--- config.mk ---
export PLATFORM = sky130hd
export DESIGN_NAME = gh_ctrl
export DESIGN_NICKNAME = d
export VERILOG_FILES = /design/src/gh_pkg.sv /design/src/gh_ctrl.sv /design/src/gh_timer.sv
export VERILOG_INCLUDE_DIRS = /design/src
export SDC_FILE = /design/constraint.sdc
export NUM_CORES = 1
export LEC_CHECK = 0
export ABC_CLOCK_PERIOD_IN_PS = 2700
export BUFFER_PORTS_ARGS = -buffer_cell sky130_fd_sc_hd__buf_2
export CAP_MARGIN = 20
export CORE_MARGIN = 5
export CORE_UTILIZATION = 46
export CTS_BUF_LIST = sky130_fd_sc_hd__clkbuf_16
export DETAILED_ROUTE_END_ITERATION = 16
export GPL_ROUTABILITY_DRIVEN = 1
export PLACE_DENSITY = 0.81
export SLEW_MARGIN = 10
export SYNTH_ARGS = -nofsm -noshare
export SYNTH_HDL_FRONTEND = slang
export SYNTH_SLANG_ARGS = --single-unit
--- constraint.sdc ---
create_clock -name I_CORE_CLK -period 2.7 [get_ports I_CORE_CLK]
set_input_delay 0.27 -clock I_CORE_CLK [delete_from_list [all_inputs] [get_ports I_CORE_CLK]]
set_output_delay 0.27 -clock I_CORE_CLK [all_outputs]
set_load 0.03 [all_outputs]
--- src/gh_map.svh ---
// Constants of the bus controller: register offsets, field positions,
// address bases and timing counts.
// Assumes a 100 MHz core clock; included by gh_ctrl.sv.
`ifndef GH_MAP_SVH
`define GH_MAP_SVH

// Register offsets on the software port
`define GH_REG_CTRL 8'h00
`define GH_REG_TX 8'h04
`define GH_REG_RX 8'h08
`define GH_REG_STAT 8'h0C

// CTRL fields
`define GH_CTRL_REN 0
`define GH_CTRL_ATN 1
`define GH_CTRL_LSN 2
`define GH_CTRL_IFC 3

// TX fields: byte in [7:0]
`define GH_TX_EOI 8
`define GH_TX_KIND_LO 9
`define GH_TX_KIND_HI 10

// RX fields: byte in [7:0]
`define GH_RX_END 8
`define GH_RX_VLD 9

// STAT fields
`define GH_ST_BUSY 0
`define GH_ST_RXV 1
`define GH_ST_SRQ 2
`define GH_ST_INV 3
`define GH_ST_IFC 4

// TX kinds and address bases
`define GH_KIND_DATA 2'h0
`define GH_KIND_LSN 2'h1
`define GH_KIND_TLK 2'h2
`define GH_KIND_SEC 2'h3
`define GH_BASE_LSN 8'h20
`define GH_BASE_TLK 8'h40
`define GH_BASE_SEC 8'h60

// Timing
`define GH_CLK_NS 10
`define GH_SETTLE_NS 2000
`define GH_SETTLE_CYC ((`GH_SETTLE_NS + `GH_CLK_NS - 1) / `GH_CLK_NS)
`define GH_IFC_US 100
`define GH_IFC_CYC ((`GH_IFC_US * 1000) / `GH_CLK_NS + 1)

`endif

--- src/gh_pkg.sv ---
// Types of the bus controller: line bundle and state enumerations.
// Assumes nothing beyond a SystemVerilog compiler.
package gh_pkg;

    // One bit per bus line, all active low as on the wire
    typedef struct packed {
        logic [7:0] dio_n;
        logic eoi_n;
        logic dav_n;
        logic nrfd_n;
        logic ndac_n;
        logic atn_n;
        logic ifc_n;
        logic ren_n;
        logic srq_n;
    } gh_lines_type;

    // Source handshake states
    typedef enum logic [1:0] {
        SRC_IDLE,
        SRC_RFD,
        SRC_DAV
    } gh_src_state_type;

    // Acceptor handshake states
    typedef enum logic [1:0] {
        ACC_OFF,
        ACC_NRDY,
        ACC_RDY,
        ACC_ACC
    } gh_acc_state_type;

endpackage : gh_pkg

--- src/gh_ctrl.sv ---
// Bus controller for an IEEE 488 instrument bus: talker, listener,
// ATN/IFC/REN driver, with a small register port for software.
// Assumes bus inputs already synchronous to I_CORE_CLK and an outside
// wired-AND that resolves each line from the enables.
//
// The register offsets and the plain strobed port are this design's own decisions.
`timescale 1ns/1ns
`default_nettype none
`include "gh_map.svh"

module gh_ctrl import gh_pkg::*; #(
    parameter int IFC_CYCLES = `GH_IFC_CYC
) (
    // Clock and reset
    input wire logic I_CORE_CLK,
    input wire logic I_RST_N,
    // Software register port
    input wire logic [7:0] I_ADDR,
    input wire logic [31:0] I_WDATA,
    input wire logic I_WR,
    input wire logic I_RD,
    output logic [31:0] O_RDATA,
    // Bus lines: sensed level, driven level, drive enable
    input wire gh_lines_type I_GPIB,
    output gh_lines_type O_GPIB,
    output gh_lines_type O_GPIB_OE
);
    logic ctrl_ren_q, ctrl_atn_q, ctrl_lsn_q, atn_q;
    logic tx_pend_q, tx_eoi_q;
    logic [7:0] tx_byte_q;
    logic [7:0] rx_byte_q;
    logic rx_end_q, rx_vld_q, inv_q;
    logic [31:0] rdata_q;
    gh_src_state_type src_q;
    gh_acc_state_type acc_q;
    logic wr_ctrl, wr_tx, wr_stat, rd_rx;
    logic src_go, atn_chg, settle_busy, ifc_busy, ifc_start;
    logic listening, take_byte, bad_lines;

    // Register select on the software port
    function automatic logic hit(input logic [7:0] a, input logic [7:0] o);
        hit = (a == o);
    endfunction : hit

    // Address and command byte coding for the transmit register
    function automatic logic [7:0] code_byte(input logic [31:0] wd);
        logic [1:0] k;
        k = wd[`GH_TX_KIND_HI:`GH_TX_KIND_LO];
        case (k)
            `GH_KIND_LSN: code_byte = `GH_BASE_LSN | {3'h0, wd[4:0]};
            `GH_KIND_TLK: code_byte = `GH_BASE_TLK | {3'h0, wd[4:0]};
            `GH_KIND_SEC: code_byte = `GH_BASE_SEC | {3'h0, wd[4:0]};
            default: code_byte = wd[7:0];
        endcase
    endfunction : code_byte

    // Strobe decode
    assign wr_ctrl = I_WR && hit(I_ADDR, `GH_REG_CTRL);
    assign wr_tx = I_WR && hit(I_ADDR, `GH_REG_TX);
    assign wr_stat = I_WR && hit(I_ADDR, `GH_REG_STAT);
    assign rd_rx = I_RD && hit(I_ADDR, `GH_REG_RX);

    // Sequencing terms
    assign ifc_start = wr_ctrl && I_WDATA[`GH_CTRL_IFC] && !ifc_busy;
    assign atn_chg = (src_q == SRC_IDLE) && (atn_q != ctrl_atn_q);
    assign src_go = (src_q == SRC_IDLE) && tx_pend_q && !ifc_busy &&
        (acc_q == ACC_OFF) && !atn_chg;
    assign listening = ctrl_lsn_q && !atn_q && !ifc_busy &&
        (src_q == SRC_IDLE) && !tx_pend_q;
    assign take_byte = (acc_q == ACC_RDY) && !I_GPIB.dav_n;
    assign bad_lines = (src_q == SRC_RFD) && I_GPIB.nrfd_n &&
        I_GPIB.ndac_n;

    // Settling time after a new byte or an ATN change
    gh_timer #(
        .CYCLES(16'(`GH_SETTLE_CYC))
    ) u_settle (
        .i_clk(I_CORE_CLK),
        .i_rst_n(I_RST_N),
        .i_start(src_go || atn_chg),
        .o_busy(settle_busy)
    );

    // Interface clear pulse width
    gh_timer #(
        .CYCLES(16'(IFC_CYCLES))
    ) u_ifc (
        .i_clk(I_CORE_CLK),
        .i_rst_n(I_RST_N),
        .i_start(ifc_start),
        .o_busy(ifc_busy)
    );

    // Control register
    always_ff @(posedge I_CORE_CLK or negedge I_RST_N) begin
        if (!I_RST_N) begin
            ctrl_ren_q <= 1'b0;
            ctrl_atn_q <= 1'b0;
            ctrl_lsn_q <= 1'b0;
        end else if (wr_ctrl) begin
            ctrl_ren_q <= I_WDATA[`GH_CTRL_REN];
            ctrl_atn_q <= I_WDATA[`GH_CTRL_ATN];
            ctrl_lsn_q <= I_WDATA[`GH_CTRL_LSN];
        end
    end

    // ATN follows the request only between source handshakes, never in the middle of a sent byte
    always_ff @(posedge I_CORE_CLK or negedge I_RST_N) begin
        if (!I_RST_N) begin
            atn_q <= 1'b0;
        end else if (atn_chg) begin
            atn_q <= ctrl_atn_q;
        end
    end

    // Transmit holding register, one byte outstanding
    always_ff @(posedge I_CORE_CLK or negedge I_RST_N) begin
        if (!I_RST_N) begin
            tx_pend_q <= 1'b0;
            tx_byte_q <= 8'h00;
            tx_eoi_q <= 1'b0;
        end else if (ifc_busy) begin
            tx_pend_q <= 1'b0;
        end else if (wr_tx && !tx_pend_q) begin
            tx_pend_q <= 1'b1;
            tx_byte_q <= code_byte(I_WDATA);
            tx_eoi_q <= I_WDATA[`GH_TX_EOI] &&
                (I_WDATA[`GH_TX_KIND_HI:`GH_TX_KIND_LO] == `GH_KIND_DATA);
        end else if ((src_q == SRC_DAV) && I_GPIB.ndac_n) begin
            tx_pend_q <= 1'b0;
        end
    end

    // Source handshake
    always_ff @(posedge I_CORE_CLK or negedge I_RST_N) begin
        if (!I_RST_N) begin
            src_q <= SRC_IDLE;
        end else if (ifc_busy) begin
            src_q <= SRC_IDLE;
        end else begin
            case (src_q)
                SRC_IDLE: begin
                    if (src_go) begin
                        src_q <= SRC_RFD;
                    end
                end
                SRC_RFD: begin
                    if (I_GPIB.nrfd_n && !I_GPIB.ndac_n && !settle_busy) begin
                        src_q <= SRC_DAV;
                    end
                end
                SRC_DAV: begin
                    if (I_GPIB.ndac_n) begin
                        src_q <= SRC_IDLE;
                    end
                end
                default: src_q <= SRC_IDLE;
            endcase
        end
    end

    // Acceptor handshake, ready only while the receive word is free
    always_ff @(posedge I_CORE_CLK or negedge I_RST_N) begin
        if (!I_RST_N) begin
            acc_q <= ACC_OFF;
        end else if (!listening) begin
            acc_q <= ACC_OFF;
        end else begin
            case (acc_q)
                ACC_OFF: acc_q <= ACC_NRDY;
                ACC_NRDY: begin
                    if (!rx_vld_q && I_GPIB.dav_n) begin
                        acc_q <= ACC_RDY;
                    end
                end
                ACC_RDY: begin
                    if (take_byte) begin
                        acc_q <= ACC_ACC;
                    end
                end
                ACC_ACC: begin
                    if (I_GPIB.dav_n) begin
                        acc_q <= ACC_NRDY;
                    end
                end
                default: acc_q <= ACC_OFF;
            endcase
        end
    end

    // Receive word; a capture beats a clearing read
    always_ff @(posedge I_CORE_CLK or negedge I_RST_N) begin
        if (!I_RST_N) begin
            rx_byte_q <= 8'h00;
            rx_end_q <= 1'b0;
            rx_vld_q <= 1'b0;
        end else if (take_byte) begin
            rx_byte_q <= ~I_GPIB.dio_n;
            rx_end_q <= !I_GPIB.eoi_n;
            rx_vld_q <= 1'b1;
        end else if (rd_rx) begin
            rx_vld_q <= 1'b0;
        end
    end

    // Invalid line state, sticky, set wins over write-one clear
    always_ff @(posedge I_CORE_CLK or negedge I_RST_N) begin
        if (!I_RST_N) begin
            inv_q <= 1'b0;
        end else if (bad_lines) begin
            inv_q <= 1'b1;
        end else if (wr_stat && I_WDATA[`GH_ST_INV]) begin
            inv_q <= 1'b0;
        end
    end

    // Read data, valid in the cycle after the read strobe only
    always_ff @(posedge I_CORE_CLK or negedge I_RST_N) begin
        if (!I_RST_N) begin
            rdata_q <= 32'h0000_0000;
        end else begin
            rdata_q <= 32'h0000_0000;
            if (I_RD && hit(I_ADDR, `GH_REG_CTRL)) begin
                rdata_q[`GH_CTRL_REN] <= ctrl_ren_q;
                rdata_q[`GH_CTRL_ATN] <= ctrl_atn_q;
                rdata_q[`GH_CTRL_LSN] <= ctrl_lsn_q;
                rdata_q[`GH_CTRL_IFC] <= ifc_busy;
            end else if (rd_rx) begin
                rdata_q[7:0] <= rx_byte_q;
                rdata_q[`GH_RX_END] <= rx_end_q;
                rdata_q[`GH_RX_VLD] <= rx_vld_q;
            end else if (I_RD && hit(I_ADDR, `GH_REG_STAT)) begin
                rdata_q[`GH_ST_BUSY] <= tx_pend_q;
                rdata_q[`GH_ST_RXV] <= rx_vld_q;
                rdata_q[`GH_ST_SRQ] <= !I_GPIB.srq_n;
                rdata_q[`GH_ST_INV] <= inv_q;
                rdata_q[`GH_ST_IFC] <= ifc_busy;
            end
        end
    end

    assign O_RDATA = rdata_q;

    // Line drive: control lines pull low when enabled; enabled DIO lines drive the inverted byte
    always_comb begin
        O_GPIB = '0;
        O_GPIB.dio_n = ~tx_byte_q;
        O_GPIB_OE = '0;
        O_GPIB_OE.dio_n = {8{src_q != SRC_IDLE}};
        O_GPIB_OE.dav_n = (src_q == SRC_DAV);
        O_GPIB_OE.eoi_n = (src_q != SRC_IDLE) && tx_eoi_q && !atn_q;
        O_GPIB_OE.nrfd_n = (acc_q == ACC_NRDY) || (acc_q == ACC_ACC);
        O_GPIB_OE.ndac_n = (acc_q == ACC_NRDY) || (acc_q == ACC_RDY);
        O_GPIB_OE.atn_n = atn_q;
        O_GPIB_OE.ifc_n = ifc_busy;
        O_GPIB_OE.ren_n = ctrl_ren_q;
    end

    logic [15:0] ifc_len_q;
    always_ff @(posedge I_CORE_CLK or negedge I_RST_N) begin
        if (!I_RST_N) begin
            ifc_len_q <= 16'h0000;
        end else if (O_GPIB_OE.ifc_n) begin
            ifc_len_q <= ifc_len_q + 16'h0001;
        end else begin
            ifc_len_q <= 16'h0000;
        end
    end
endmodule : gh_ctrl
`default_nettype wire

--- src/gh_timer.sv ---
// Down-counting hold timer: busy for CYCLES clocks after a start pulse.
// Assumes a single clock domain and an asynchronous active-low reset.
`timescale 1ns/1ns
`default_nettype none

module gh_timer #(
    parameter logic [15:0] CYCLES = 16'h0001
) (
    // Clock and reset
    input wire logic i_clk,
    input wire logic i_rst_n,
    // Control
    input wire logic i_start,
    output logic o_busy
);
    logic [15:0] cnt_q;

    // Reload on start, else count down to zero
    always_ff @(posedge i_clk or negedge i_rst_n) begin
        if (!i_rst_n) begin
            cnt_q <= 16'h0000;
        end else if (i_start) begin
            cnt_q <= CYCLES;
        end else if (cnt_q != 16'h0000) begin
            cnt_q <= cnt_q - 16'h0001;
        end
    end

    assign o_busy = (cnt_q != 16'h0000);

endmodule : gh_timer
`default_nettype wire

# Word level (Yosys, flattened, before mapping)
# Cells that the tools add are included.
[op_classes]
mux = 27
eq_ne = 18
add_sub_neg = 2
bitwise_logic = 3
reduce_logical = 57
[ops]
columns = ["operator", "n"]
rows = [
  ["$mux W16", 4],
  ["$reduce_bool A16 Y1", 2],
  ["$sub A16 B1 Y16 const B", 2],
  ["$logic_and A1 B1 Y1", 29],
  ["$pmux W8 S3", 1],
  ["$eq A8 B4 Y1 const B", 2],
  ["$mux W2", 8],
  ["$not A8 Y8", 2],
  ["$mux W5", 3],
  ["$ne A3 B3 Y1 const B", 4],
  ["$eq A2 B2 Y1 const B", 5],
  ["$logic_not A1 Y1", 10],
  ["$reduce_bool A2 Y1", 5],
  ["$eq A8 B3 Y1 const B", 1],
  ["$logic_not A8 Y1", 1],
  ["$pmux W2 S4", 1],
  ["$mux W1", 7],
  ["$eq A2 B1 Y1 const B", 3],
  ["$logic_not A2 Y1", 3],
  ["$mux W6", 1],
  ["$ne A3 B2 Y1 const B", 2],
  ["$pmux W2 S3", 1],
  ["$reduce_and A3 Y1", 2],
  ["$mux W4", 1],
  ["other kinds (5)", 7],
]
[word_totals]
out_inout_bits = 64
in_bits = 60
reg_bits = 71
word_cells = 123

# Depth between registers and ports, before layout
# Gate-level depths: netlist of run 1.
[depth]
word_depth = 8
ltp_mapped = 8

# Modules after synthesis
# From an unflattened synthesis of run 1, not the netlist that was laid out.
[hier_totals]
cells_unflattened = 402
hier_area_um2 = 4027.6
[modules_own_cells]
columns = ["module", "area_per_inst_um2", "cells_each", "instances"]
rows = [
  ["gh_ctrl", 2133.3, 210, 1],
  ["gh_timer (u_settle)", 967.2, 96, 1],
  ["gh_timer (u_ifc)", 927.1, 96, 1],
]

# Least setup slack after synthesis of run 1
# OpenSTA, ideal clock, no wires.
[synth_path]
path_type = "flip-flop to flip-flop"
startpoint = "reg u_ifc.cnt_q[0]"
endpoint = "reg tx_byte_q[0]"
setup_time_ps = 125
required_time_ps = 2575
setup_slack_ps = 161
path_stages_with_launch = 8
arrival_ps = 2415
path_buffers = 0
cell_sequence = "dfrtp_1 > inv_1 > ha_1 > or4b_1 > nor4_4 > inv_2 > nor4_4 > mux2_4"
[synth_between]
elab_chain_cells = 3
[synth_lines]
columns = ["element", "line_no", "source"]
rows = [
  ["start: declaration", "gh_timer.sv:16", "logic [15:0] cnt_q;"],
  ["start signal: assignment", "gh_timer.sv:25", "cnt_q <= cnt_q - 16'h0001;"],
  ["$reduce_bool A16 Y1", "gh_timer.sv:29", "assign o_busy = (cnt_q != 16'h0000);"],
  ["$not A1 Y1 (no source line)", "n/a", ""],
  ["$reduce_and A2 Y1 (no source line)", "n/a", ""],
  ["end signal: assignment", "gh_ctrl.sv:126", "tx_byte_q <= code_byte(I_WDATA);"],
  ["end: declaration", "gh_ctrl.sv:30", "logic [7:0] tx_byte_q;"],
]
# Every way passes these cells.
# A chain may end at the register's enable or synchronous reset.

==> results of run 1 <==
## state kept, by name, summed over array words and instances, names as in the netlist
signal	count
u_ifc.cnt_q	16
u_settle.cnt_q	16
O_RDATA	10
rx_byte_q	8
tx_byte_q	8
acc_q	2
src_q	2
atn_q	1
ctrl_atn_q	1
ctrl_lsn_q	1
ctrl_ren_q	1
inv_q	1
rx_end_q	1
rx_vld_q	1
tx_eoi_q	1
tx_pend_q	1
## path summary, 6_finish.rpt
kind,slack (ns),cells past startpoint,endpoint,startpoint
worst max-delay path,0.23,7,O_GPIB_OE[2],u_ifc.cnt_q[0]
worst min-delay path,0.01,1,O_RDATA[4],I_RST_N
worst max register to register,0.30,8,tx_byte_q[0],u_ifc.cnt_q[0]
worst min register to register,0.48,2,rx_byte_q[5],rx_byte_q[5]
max in group asynchronous,2.03,2,ctrl_ren_q,I_RST_N
min in group I_CORE_CLK,0.12,2,rx_byte_q[1],I_GPIB[9]
## final cells by class
| cell class | count | area (um2) |
|---|---|---|
| inverters | 21 | 78.83 |
| flip-flops and latches | 71 | 1777 |
| clock inverters | 7 | 61.31 |
| fillers | 716 | 3730 |
| multi-input cells | 258 | 1684 |
| clock buffers | 9 | 225.2 |
| well taps | 105 | 131.4 |
| repair buffers | 75 | 405.4 |
## report_power, final
part	switching, uW	internal, uW
Clock	481	638
Sequential	285	1300
Combinational	470	368
## layout by cell type, fill, tap and decap left out, types with 5 or more instances in the layout
master                      netlist  layout
sky130_fd_sc_hd__ha_1             9       9
sky130_fd_sc_hd__o21ai_0         14      14
sky130_fd_sc_hd__a21oi_1         21      21
sky130_fd_sc_hd__nor4_1          11      11
sky130_fd_sc_hd__clkbuf_16        0       9
sky130_fd_sc_hd__dfrtp_1         71      71
sky130_fd_sc_hd__o31ai_1          7       7
sky130_fd_sc_hd__a31oi_1          5       5
sky130_fd_sc_hd__or3_1            6       6
sky130_fd_sc_hd__inv_1           20      20
sky130_fd_sc_hd__nor2_1          21      21
sky130_fd_sc_hd__nand2_1         24      24
sky130_fd_sc_hd__buf_2            0      68
sky130_fd_sc_hd__or4_1            7       7
sky130_fd_sc_hd__conb_1           1      31
sky130_fd_sc_hd__mux2_4           6       6
sky130_fd_sc_hd__nor3_1          10      10
sky130_fd_sc_hd__nand3_1          6       6
sky130_fd_sc_hd__buf_4           41       6
sky130_fd_sc_hd__xnor2_1          7       7
sky130_fd_sc_hd__mux2i_1          8       8
## metrics by stage
stage / cell area, um2 / cells / util [%] / setup WS (ns) / total power [uW]
6_report: 4363 / 546 / 53.91 / 0.2285 / 3545
5_1_grt: 4363 / 546 / 53.91 / 0.09254 / 3761
4_1_cts: 4363 / 546 / 53.91 / 0.2037 / 3568
3_5_place_dp: 4076 / 530 / 50.37 / 0.3189 / 2430
3_3_place_gp: 4076 / 530 / 50.37 / 0.3583 / 2372
2_1_floorplan: 3885 / 401 / - / 0.1605 / 2214
## metal layers
layer  up-vias  part of all wire, %  track usage, %
met2        86                   50           26.61
li1       1377                    -               -
met5         -                    0               0
met4         0                  1.5           5.596
met3        11                  6.6           4.567
met1      1389                   42           20.45
## synthesized netlist by cell type (3+ instances only)
cell type | instances | share of area [%]
sky130_fd_sc_hd__dfrtp_1 | 71 | 47
sky130_fd_sc_hd__buf_4 | 41 | 8.2
sky130_fd_sc_hd__nand2_1 | 24 | 2.4
sky130_fd_sc_hd__a21oi_1 | 21 | 2.8
sky130_fd_sc_hd__nor2_1 | 21 | 2.1
sky130_fd_sc_hd__inv_1 | 20 | 2.0
sky130_fd_sc_hd__o21ai_0 | 14 | 1.9
sky130_fd_sc_hd__nor4_1 | 11 | 1.8
sky130_fd_sc_hd__clkbuf_1 | 10 | 1.0
sky130_fd_sc_hd__nor3_1 | 10 | 1.3
sky130_fd_sc_hd__ha_1 | 9 | 3.0
sky130_fd_sc_hd__mux2i_1 | 8 | 2.1
sky130_fd_sc_hd__o31ai_1 | 7 | 1.4
sky130_fd_sc_hd__or4_1 | 7 | 1.4
sky130_fd_sc_hd__xnor2_1 | 7 | 1.6
sky130_fd_sc_hd__mux2_4 | 6 | 2.4
sky130_fd_sc_hd__nand3_1 | 6 | 0.80
sky130_fd_sc_hd__or3_1 | 6 | 1.0
sky130_fd_sc_hd__a31oi_1 | 5 | 0.83
sky130_fd_sc_hd__a211oi_1 | 4 | 0.80
sky130_fd_sc_hd__and2_1 | 4 | 0.66
sky130_fd_sc_hd__mux2_2 | 4 | 1.2
sky130_fd_sc_hd__nand2b_1 | 4 | 0.66
sky130_fd_sc_hd__xor2_1 | 4 | 0.93
sky130_fd_sc_hd__nand4_1 | 3 | 0.50
sky130_fd_sc_hd__nor3b_1 | 3 | 0.60
sky130_fd_sc_hd__or2_2 | 3 | 0.50
sky130_fd_sc_hd__or4b_2 | 3 | 0.80
## cell families (layout without fill, tap and decap cells)
kind of cell | Yosys count | count (layout) | share of synthesized area [%]
and+or+nand+nor | 122 | 122 | 18.97
muxes | 18 | 18 | 5.705
adders and majority gates | 9 | 9 | 2.985
xor gates and xnor gates | 11 | 11 | 2.554
buffers and inverters | 72 | 112 | 11.24
DFF | 71 | 71 | 47.10
other | 1 | 31 | 0.09941
AOI/OAI and AO/OA | 67 | 67 | 11.34
==> results.sh, run 1 <==
export IMPL_drt_iter0_drc=112
export IMPL_grt_antenna_before_repair=0
export IMPL_numCtsBuffers=9
export IMPL_overflow=0
export IMPL_slowest_stage="sky130_fd_sc_hd__or4b_1"
export IMPL_count_of_flip_flops_with_a_built_in_enable_after_synthesis=0
export IMPL_postCtsResizedCells=0
export IMPL_clk_insertion_delay_late_ns=0.33
export IMPL_synth_seq_cells=71
export IMPL_via_per_inst=5.244
export IMPL_cp_arrival_ns=2.20
export IMPL_critPathTopFamily="simple AND/OR/NAND/NOR gates"
export IMPL_power_density_mw_per_mm2=812.6
export IMPL_dr_total_vias=2863
export IMPL_floorplan_die_height_um=100.6
export IMPL_hpwlAfterDp_um=5771
export IMPL_timing_critical_path_fanout_max=14
export IMPL_pin_count_of_the_biggest_net_entering_global_routing=39
export IMPL_drive_gt1_share_pct=25.85
export IMPL_run_status="completed"
export IMPL_leakagePower_uw=0.002067
export IMPL_worst_slew_margin_rel_pct=44.87
export IMPL_initial_core_util_pct=46.61
export IMPL_setup_worst_path_end_class="primary output"
export IMPL_globalplace_congestion=0.8197
export IMPL_clock_tree_buffer_depth=2
export IMPL_dieArea_mm2=0.01011
export IMPL_areaGrowthSynthToFinish_pct=15.65
export IMPL_clock_skew_final_ns=0.007214
export IMPL_dr_pass1_iters=4
export IMPL_htreeDepth=3
export IMPL_cts_reportedPaths_clkPinSlew_ns=0.06
export IMPL_fin_worst_hold_slack_ns=0.01443
export IMPL_required_time_at_the_worst_slack_endpoint_ns=2.43
export IMPL_period_minus_slack_ns=2.472
export IMPL_floorplan_rows=33
export IMPL_min_delay_path_class="input pin to async pin"
export IMPL_grt_pass1_wl_um=13050
export IMPL_buffer_ports_inserted=68
export IMPL_rsz0062_at_grt="no"
export IMPL_drtAntennaViolNets=0
export IMPL_warning_count_from_the_yosys_run=0
export IMPL_worst_pin_slew_ns=0.8194
export IMPL_syn_area_mm2=0.003772
export IMPL_post_cts_hold_fix_bufs=0
export IMPL_post_synth_num_cell_types=52
export IMPL_dieWidth_um=100.6
export IMPL_worst_ir_drop_vdd_mv=0.4496
export IMPL_diodes=0
export IMPL_post_route_drc_count=0
export IMPL_via_count_of_the_first_global_routing_pass=2773
export IMPL_total_length_of_routed_wires_um=7940
export IMPL_path_cells="inv_1 > ha_1 > or4b_1 > nor4_4 > inv_2 > buf_4 > buf_2"
export IMPL_clock_fmax_mhz=404.6
export IMPL_report_final_setup_viol=0
export IMPL_synth_flop_cell="sky130_fd_sc_hd__dfrtp_1"
export IMPL_max_cap_violations=0
export IMPL_clockRootBuffer="sky130_fd_sc_hd__clkbuf_16"
export IMPL_io_pins=124
export IMPL_final_min_period_over_clock_period_pct=91.54
export IMPL_max_stage_delay_ns=0.49
export IMPL_slew_violations=0
export IMPL_worst_path_buf_inv=4
export IMPL_synth_area_per_cell_um2=10.17
export IMPL_final_net_count=505
export IMPL_finalHoldViolations=0
export IMPL_syn_instance_count=371
export IMPL_wire_per_inst_um=14.54
export IMPL_ys_async_sr_fraction_pct=100.0
export IMPL_criticalPathCategory="flop to primary output"
export IMPL_yosysSeqAreaShare_pct=47.10
export IMPL_setup_total_negative_slack_ns=0
export IMPL_placeableCoreArea_mm2=0.008093
export IMPL_grt_util_all_layers_pct=16.17
export IMPL_tritoncts_clock_tree="done"
export IMPL_cts_post_setup_buffers_inserted=0
export IMPL_critical_path_startpoint_category="flop"
export IMPL_cts_sink_count=71
Note: power is estimated with default switching activity, not from simulation.
==> run 2: changes to the inputs <==
--- a/config.mk
+++ b/config.mk
@@ -6,16 +6,17 @@
 export SDC_FILE = /design/constraint.sdc
 export NUM_CORES = 1
 export LEC_CHECK = 0
-export ABC_CLOCK_PERIOD_IN_PS = 2700
+export ABC_CLOCK_PERIOD_IN_PS = 2900
 export BUFFER_PORTS_ARGS = -buffer_cell sky130_fd_sc_hd__buf_2
 export CAP_MARGIN = 20
 export CORE_MARGIN = 5
-export CORE_UTILIZATION = 46
+export CORE_UTILIZATION = 56
 export CTS_BUF_LIST = sky130_fd_sc_hd__clkbuf_16
 export DETAILED_ROUTE_END_ITERATION = 16
 export GPL_ROUTABILITY_DRIVEN = 1
-export PLACE_DENSITY = 0.81
+export PLACE_DENSITY = 0.9
 export SLEW_MARGIN = 10
 export SYNTH_ARGS = -nofsm -noshare
 export SYNTH_HDL_FRONTEND = slang
+export SYNTH_HIERARCHICAL = 1
 export SYNTH_SLANG_ARGS = --single-unit
==> constraint.sdc (replaced) <==
create_clock -name I_CORE_CLK -period 2.9 [get_ports I_CORE_CLK]
set_input_delay 0.29 -clock I_CORE_CLK [delete_from_list [all_inputs] [get_ports I_CORE_CLK]]
set_output_delay 0.29 -clock I_CORE_CLK [all_outputs]
set_load 0.03 [all_outputs]
==> run 2 against run 1 <==
Design area rose by 5.9%. Largest power group unchanged. Synthesized area rose by 6.8%. Critical path depth rose by 1. Clock skew fell by 0.00085 ns. Critical endpoint is now tx_byte_q[1].
==> results.sh, run 2 <==
export IMPL_yosys_area_top_type_share_pct=44.11
export IMPL_synthTopCellsByArea="sky130_fd_sc_hd__dfrtp_1, sky130_fd_sc_hd__buf_4, sky130_fd_sc_hd__mux2_2, sky130_fd_sc_hd__nor2_1, sky130_fd_sc_hd__mux2_4"
export IMPL_yosys_area_share_xor_xnor_pct=0.6524
export IMPL_io_pins=124
export IMPL_synth_seq_cells=71
export IMPL_areaGrowthSynthToFinish_pct=14.69
export IMPL_worst_ir_drop_vdd_mv=0.3716
export IMPL_overflow=0
export IMPL_fin_worst_hold_slack_ns=0.03780
export IMPL_floorplan_rows=31
export IMPL_cp_arrival_ns=2.72
export IMPL_placeableCoreArea_mm2=0.007137
export IMPL_power_density_mw_per_mm2=640.6
export IMPL_worst_pin_slew_ns=0.7869
export IMPL_cts_post_setup_buffers_inserted=0
export IMPL_clock_tree_buffer_depth=2
export IMPL_dr_total_vias=3173
export IMPL_grt_antenna_before_repair=0
export IMPL_dp_cells=554
export IMPL_post_place_ws_ns=0.4486
export IMPL_total_length_of_routed_wires_um=9031
export IMPL_drtAntennaViolNets=0
export IMPL_muxShareOfSynthArea_pct=7.891
export IMPL_globalplace_congestion=0.8453
export IMPL_yosysSeqAreaShare_pct=44.11
export IMPL_diodes=0
export IMPL_nFillCells=566
export IMPL_clock_fmax_mhz=398.8
export IMPL_final_min_period_over_clock_period_pct=86.46
export IMPL_run_status="completed"
export IMPL_post_synth_num_cell_types=55
export IMPL_layout_commonest_cell="sky130_fd_sc_hd__dfrtp_1"
export IMPL_period_minus_slack_ns=2.507
export IMPL_hpwlAfterDp_um=6325
export IMPL_grt_util_all_layers_pct=21.38
export IMPL_worst_r2r_endpoint="tx_byte_q[1]"
export IMPL_r2r_setup_slack_ns=0.39
export IMPL_required_time_at_the_worst_slack_endpoint_ns=3.11
export IMPL_setup_total_negative_slack_ns=0
export IMPL_slew_violations=0
export IMPL_criticalPathCategory="flop to flop"
export IMPL_synth_compound_area_share_pct=8.947
export IMPL_drt_iter0_drc=206
export IMPL_clock_skew_final_ns=0.006365
export IMPL_syn_instance_count=402
export IMPL_critical_path_startpoint_category="flop"
export IMPL_ys_async_sr_fraction_pct=100.0
export IMPL_numCtsBuffers=9
export IMPL_initial_core_util_pct=56.43
export IMPL_wire_per_inst_um=15.84
export IMPL_floorplan_die_height_um=94.81
export IMPL_most_common_library_cells_after_synthesis="sky130_fd_sc_hd__dfrtp_1, sky130_fd_sc_hd__buf_4, sky130_fd_sc_hd__nor2_1"
export IMPL_clk_insertion_delay_late_ns=0.33
export IMPL_dieArea_mm2=0.008988
export IMPL_drive_gt1_share_pct=26.75
export IMPL_leakagePower_uw=0.002243
export IMPL_buffer_ports_inserted=68
export IMPL_grt_pass1_wl_um=14870
export IMPL_tritoncts_clock_tree="done"
export IMPL_htreeDepth=3
export IMPL_final_cell_count_no_fill=570
export IMPL_synth_top_family_by_area="simple AND/OR/NAND/NOR gates"
export IMPL_report_final_setup_viol=0
export IMPL_pnr_worst_setup_slack_ns=0.3926
export IMPL_dr_pass1_iters=5
export IMPL_via_per_inst=5.567
export IMPL_max_cap_violations=0
export IMPL_clockRootBuffer="sky130_fd_sc_hd__clkbuf_16"
export IMPL_worst_slew_margin_rel_pct=47.54
export IMPL_most_common_layout_cells="sky130_fd_sc_hd__dfrtp_1, sky130_fd_sc_hd__buf_2, sky130_fd_sc_hd__conb_1"
export IMPL_pin_count_of_the_biggest_net_entering_global_routing=39
export IMPL_post_route_drc_count=0
export IMPL_synth_area_per_cell_um2=10.02
export IMPL_final_net_count=533
export IMPL_rsz0062_at_grt="no"
export IMPL_syn_area_mm2=0.004028
export IMPL_cts_reportedPaths_clkPinSlew_ns=0.06
export IMPL_synthAdderAreaFrac_pct=2.175
export IMPL_warning_count_from_the_yosys_run=6
export IMPL_timing_critical_path_fanout_max=10
export IMPL_dieWidth_um=94.81
export IMPL_post_cts_hold_fix_bufs=0
export IMPL_cts_sink_count=71
export IMPL_yosys_area_top_type="sky130_fd_sc_hd__dfrtp_1"
export IMPL_synth_simple_gate_area_share_pct=24.91
export IMPL_postCtsResizedCells=0
export IMPL_min_delay_path_class="input pin to async pin"
export IMPL_setup_worst_path_end_class="flop"
export IMPL_via_count_of_the_first_global_routing_pass=3181
export IMPL_post_synth_top_count_cell="sky130_fd_sc_hd__dfrtp_1"
export IMPL_count_of_flip_flops_with_a_built_in_enable_after_synthesis=0
export IMPL_footprint_of_the_multi_input_gates_mm2=0.001918
export IMPL_power_uw=2959
export IMPL_final_seq_area_mm2=0.001777
export IMPL_r2r_start="u_ifc/cnt_q[0]"
export IMPL_ff2ff_path_depth=8
export IMPL_synth_flop_cell="sky130_fd_sc_hd__dfrtp_1"
export IMPL_finalHoldViolations=0
run 2: cell count changes after synthesis, sizes merged, moves of 4 or more:
cell,previous run,this run
xnor2,7,3
xor2,4,0
a21oi,21,16
clkbuf,10,6
or4b,4,0
nor2,21,29
mux2,10,17
buf,41,47
nor2b,2,13
o31ai,7,2
nand2,24,28
nand4,3,9
run 2: layout make-up:
class                           instances  share of cell area, %
Clock buffer                            9                  4.875
Clock inverter                          7                  1.733
Timing Repair Buffer                   76                  8.938
Tap cell                               99                  2.681
Inverter                               22                  1.788
Multi-Input combinational cell        286                  41.52
Sequential cell                        71                  38.46
run 2: cells by family (layout without fill, tap and decap cells):
logic type,Yosys count,after routing
buffers and inverters,75,114
AOI/OAI and AO/OA,58,58
DFF,71,71
and+or+nand+nor,160,160
muxes,27,27
adders and majority gates,7,7
xor gates and xnor gates,3,3
other,1,31
run 2: how the worst max path moves through the flow:
| stage | depth (start not counted) | to | startpoint |
|---|---|---|---|
| floorplan | 10 | u_settle/cnt_q[14] | u_ifc/cnt_q[0] |
| global placement | 8 | tx_byte_q[3] | u_ifc/cnt_q[0] |
| detailed placement | 8 | tx_byte_q[1] | u_ifc/cnt_q[0] |
| CTS | 8 | tx_byte_q[1] | u_ifc/cnt_q[0] |
| global route | 10 | u_settle/cnt_q[4] | u_ifc/cnt_q[0] |
| finish | 8 | tx_byte_q[1] | u_ifc/cnt_q[0] |
run 2: where the power goes:
group          internal, uW  switching, uW  leakage [uW]
Clock                   674            441      0.000143
Combinational           237            342       0.00120
Sequential             1100            170      0.000904
Total                  2010            953       0.00224
run 2: critical path, stage by stage (launching register included):
cell	delay (ns)
sky130_fd_sc_hd__dfrtp_1	0.41
sky130_fd_sc_hd__inv_1	0.12
sky130_fd_sc_hd__ha_1	0.19
sky130_fd_sc_hd__nor3b_1	0.29
sky130_fd_sc_hd__nand4_1	0.20
sky130_fd_sc_hd__nor2_1	0.19
sky130_fd_sc_hd__nand2_1	0.10
sky130_fd_sc_hd__or4_4	0.56
sky130_fd_sc_hd__mux2_4	0.34
run 2: layer usage:
metal  up-vias  share of wire (%)  GRT usage, %
li1       1474                  -             -
met1      1558                 39         25.65
met2       115                 53         36.35
met3        26                5.8         5.100
met4         0                2.8         9.615
met5         -                  0             0
run 2: through the flow:
stage,cell area [um2],util (%)
6_report,4619,64.73
5_1_grt,4619,64.73
4_1_cts,4619,64.73
3_5_place_dp,4314,60.45
3_3_place_gp,4314,60.45
2_1_floorplan,4140,-
==> run 3: changes to the inputs <==
--- a/config.mk
+++ b/config.mk
@@ -6,15 +6,16 @@
 export SDC_FILE = /design/constraint.sdc
 export NUM_CORES = 1
 export LEC_CHECK = 0
-export ABC_CLOCK_PERIOD_IN_PS = 2900
+export ABC_CLOCK_PERIOD_IN_PS = 2100
 export BUFFER_PORTS_ARGS = -buffer_cell sky130_fd_sc_hd__buf_2
 export CAP_MARGIN = 20
 export CORE_MARGIN = 5
-export CORE_UTILIZATION = 56
+export CORE_UTILIZATION = 47
 export CTS_BUF_LIST = sky130_fd_sc_hd__clkbuf_16
 export DETAILED_ROUTE_END_ITERATION = 16
 export GPL_ROUTABILITY_DRIVEN = 1
-export PLACE_DENSITY = 0.9
+export PLACE_DENSITY = 0.81
+export SETUP_SLACK_MARGIN = 0.5
 export SLEW_MARGIN = 10
 export SYNTH_ARGS = -nofsm -noshare
 export SYNTH_HDL_FRONTEND = slang
==> constraint.sdc (replaced) <==
create_clock -name I_CORE_CLK -period 2.1 [get_ports I_CORE_CLK]
set_input_delay 0.21 -clock I_CORE_CLK [delete_from_list [all_inputs] [get_ports I_CORE_CLK]]
set_output_delay 0.21 -clock I_CORE_CLK [all_outputs]
set_load 0.05 [all_outputs]
==> run 3 against run 2 <==
The flow now finishes with violations (negative setup slack). Via count increased by 4.0%. Sequential share of layout area decreased by 5.1 points. Die area increased by 17%. Design area increased by 15%. Worst setup slack got worse by 0.56 ns. Worst hold slack improved by 0.035 ns. Flip-flop and latch count unchanged. Global-route usage decreased by 2.9 points. Combinational power increased by 87%. Non-clock buffer count increased by 53. Routed wire length increased by 6.8%. Register-to-register slack got worse by 0.56 ns.
==> results.sh, run 3 (synthesis results as in run 2) <==
export IMPL_post_route_drc_count=0
export IMPL_fin_worst_hold_slack_ns=0.07325
export IMPL_r2r_start="u_ifc/cnt_q[9]"
export IMPL_overflow=0
export IMPL_worst_slew_margin_rel_pct=61.66
export IMPL_dp_cells=591
export IMPL_floorplan_rows=33
export IMPL_globalplace_congestion=0.7785
export IMPL_grt_antenna_before_repair=0
export IMPL_period_minus_slack_ns=2.267
export IMPL_run_status="complete, but fails checks"
export IMPL_clock_tree_buffer_depth=2
export IMPL_numCtsBuffers=9
export IMPL_total_length_of_routed_wires_um=9643
export IMPL_pin_count_of_the_biggest_net_entering_global_routing=51
export IMPL_grt_util_all_layers_pct=18.44
export IMPL_setup_worst_path_end_class="flop"
export IMPL_via_count_of_the_first_global_routing_pass=3219
export IMPL_cts_reportedPaths_clkPinSlew_ns=0.06
export IMPL_layout_commonest_cell="sky130_fd_sc_hd__dfrtp_1"
export IMPL_final_cell_count_no_fill=629
export IMPL_final_seq_area_mm2=0.001778
export IMPL_initial_core_util_pct=48.53
export IMPL_drtAntennaViolNets=0
export IMPL_nFillCells=663
export IMPL_slew_violations=0
export IMPL_worst_setup_path_startpoint="u_ifc/cnt_q[9]"
export IMPL_clk_insertion_delay_late_ns=0.33
export IMPL_clock_skew_final_ns=0.006876
export IMPL_hold_start="I_GPIB[15]"
export IMPL_violations="negative setup slack"
export IMPL_setup_total_negative_slack_ns=-2.671
export IMPL_drt_iter0_drc=100
export IMPL_dieArea_mm2=0.01052
export IMPL_tritoncts_clock_tree="done"
export IMPL_worst_ir_drop_vdd_mv=0.3989
export IMPL_htreeDepth=3
export IMPL_critical_path_startpoint_category="flop"
export IMPL_buffer_ports_inserted=68
export IMPL_dr_pass1_iters=4
export IMPL_clockRootBuffer="sky130_fd_sc_hd__clkbuf_16"
export IMPL_clock_fmax_mhz=441.2
export IMPL_required_time_at_the_worst_slack_endpoint_ns=2.31
export IMPL_dr_total_vias=3301
export IMPL_timing_critical_path_fanout_max=18
export IMPL_max_cap_violations=0
export IMPL_dieWidth_um=102.6
export IMPL_min_delay_path_class="input pin to flop"
export IMPL_placeableCoreArea_mm2=0.008299
export IMPL_criticalPathCategory="flop to flop"
export IMPL_worst_pin_slew_ns=0.5739
export IMPL_areaGrowthSynthToFinish_pct=32.18
export IMPL_floorplan_die_height_um=102.6
export IMPL_wire_per_inst_um=15.33
export IMPL_diodes=0
export IMPL_report_final_setup_viol=28
export IMPL_power_uw=4208
export IMPL_final_net_count=586
export IMPL_rsz0062_at_grt="yes"
export IMPL_most_common_layout_cells="sky130_fd_sc_hd__dfrtp_1, sky130_fd_sc_hd__buf_2, sky130_fd_sc_hd__buf_4"
export IMPL_finalHoldViolations=0
export IMPL_cp_arrival_ns=2.48
export IMPL_power_density_mw_per_mm2=790.4
export IMPL_hpwlAfterDp_um=6753
export IMPL_cts_sink_count=71
export IMPL_pnr_worst_setup_slack_ns=-0.1668
export IMPL_io_pins=124
export IMPL_final_min_period_over_clock_period_pct=107.9
export IMPL_leakagePower_uw=0.002571
export IMPL_drive_gt1_share_pct=41.60
export IMPL_via_per_inst=5.248
export IMPL_footprint_of_the_multi_input_gates_mm2=0.002163
export IMPL_grt_pass1_wl_um=15350
run 3: changes by cell type in the layout (fill, tap and decap cells not counted), sizes merged:
cell	change
buf	+50
clkbuf	+2
bufinv	-1
clkinv	+1
clkinvlp	+1
dlygate4sd3	+1
inv	-1
run 3: layer usage:
metal,GRT usage [%],share of wire (%)
met3,4.871,4.4
met5,0,0
met1,23.36,43
met2,31.43,52
met4,4.642,0.79
run 3: worst paths after layout:
path                       cells past startpoint            endpoint  slack [ns]
min                                            2        rx_byte_q[7]        0.07
min in group asynchronous                      2        tx_byte_q[6]        0.41
min reg2reg                                    2        rx_byte_q[7]        0.47
max in group asynchronous                      3            acc_q[0]        1.03
max reg2reg                                    8  u_settle/cnt_q[11]       -0.17
max                                            8  u_settle/cnt_q[11]       -0.17
run 3: worst max-delay path: stages, from the launching register on:
cell and delay [ns]:
sky130_fd_sc_hd__dfrtp_1 0.44, sky130_fd_sc_hd__nor3_1 0.37, sky130_fd_sc_hd__nand4_1 0.22, sky130_fd_sc_hd__buf_4 0.23, sky130_fd_sc_hd__nand3b_1 0.20, sky130_fd_sc_hd__a21oi_2 0.20
sky130_fd_sc_hd__buf_12 0.17, sky130_fd_sc_hd__nor2b_1 0.05, sky130_fd_sc_hd__mux2_4 0.26
run 3: stage by stage:
stage / utilization [%] / instance area [um2] / worst slack [ns]
2_1_floorplan: - / 4305 / -0.2663
3_3_place_gp: 56.46 / 4686 / -0.06330
3_5_place_dp: 56.46 / 4686 / -0.09142
4_1_cts: 62.84 / 5215 / -0.07204
5_1_grt: 64.15 / 5324 / -0.2609
6_report: 64.15 / 5324 / -0.1668
run 3: cell type report:
cell class,instances,share of cell area (%)
Clock buffer,9,4.230
Inverter,22,1.551
Clock inverter,7,0.9166
Tap cell,105,2.468
Multi-Input combinational cell,286,40.63
Sequential cell,71,33.40
Timing Repair Buffer,129,16.80
run 3: report_power, final:
part	switching, uW	internal (uW)	total [uW]
clock network	582	798	1380
logic	600	482	1080
registers	234	1510	1750
run 3: timing repair:
item | 4_1_cts | 5_1_grt
pin swaps | 13 | 6
gates resized for setup | 32 | 18
endpoints found under the hold margin | 21 | 0
setup buffers | 15 | 5
hold buffers | 1 | 0
setup endpoints to repair | 50 | 70
gates cloned | 1 | 0
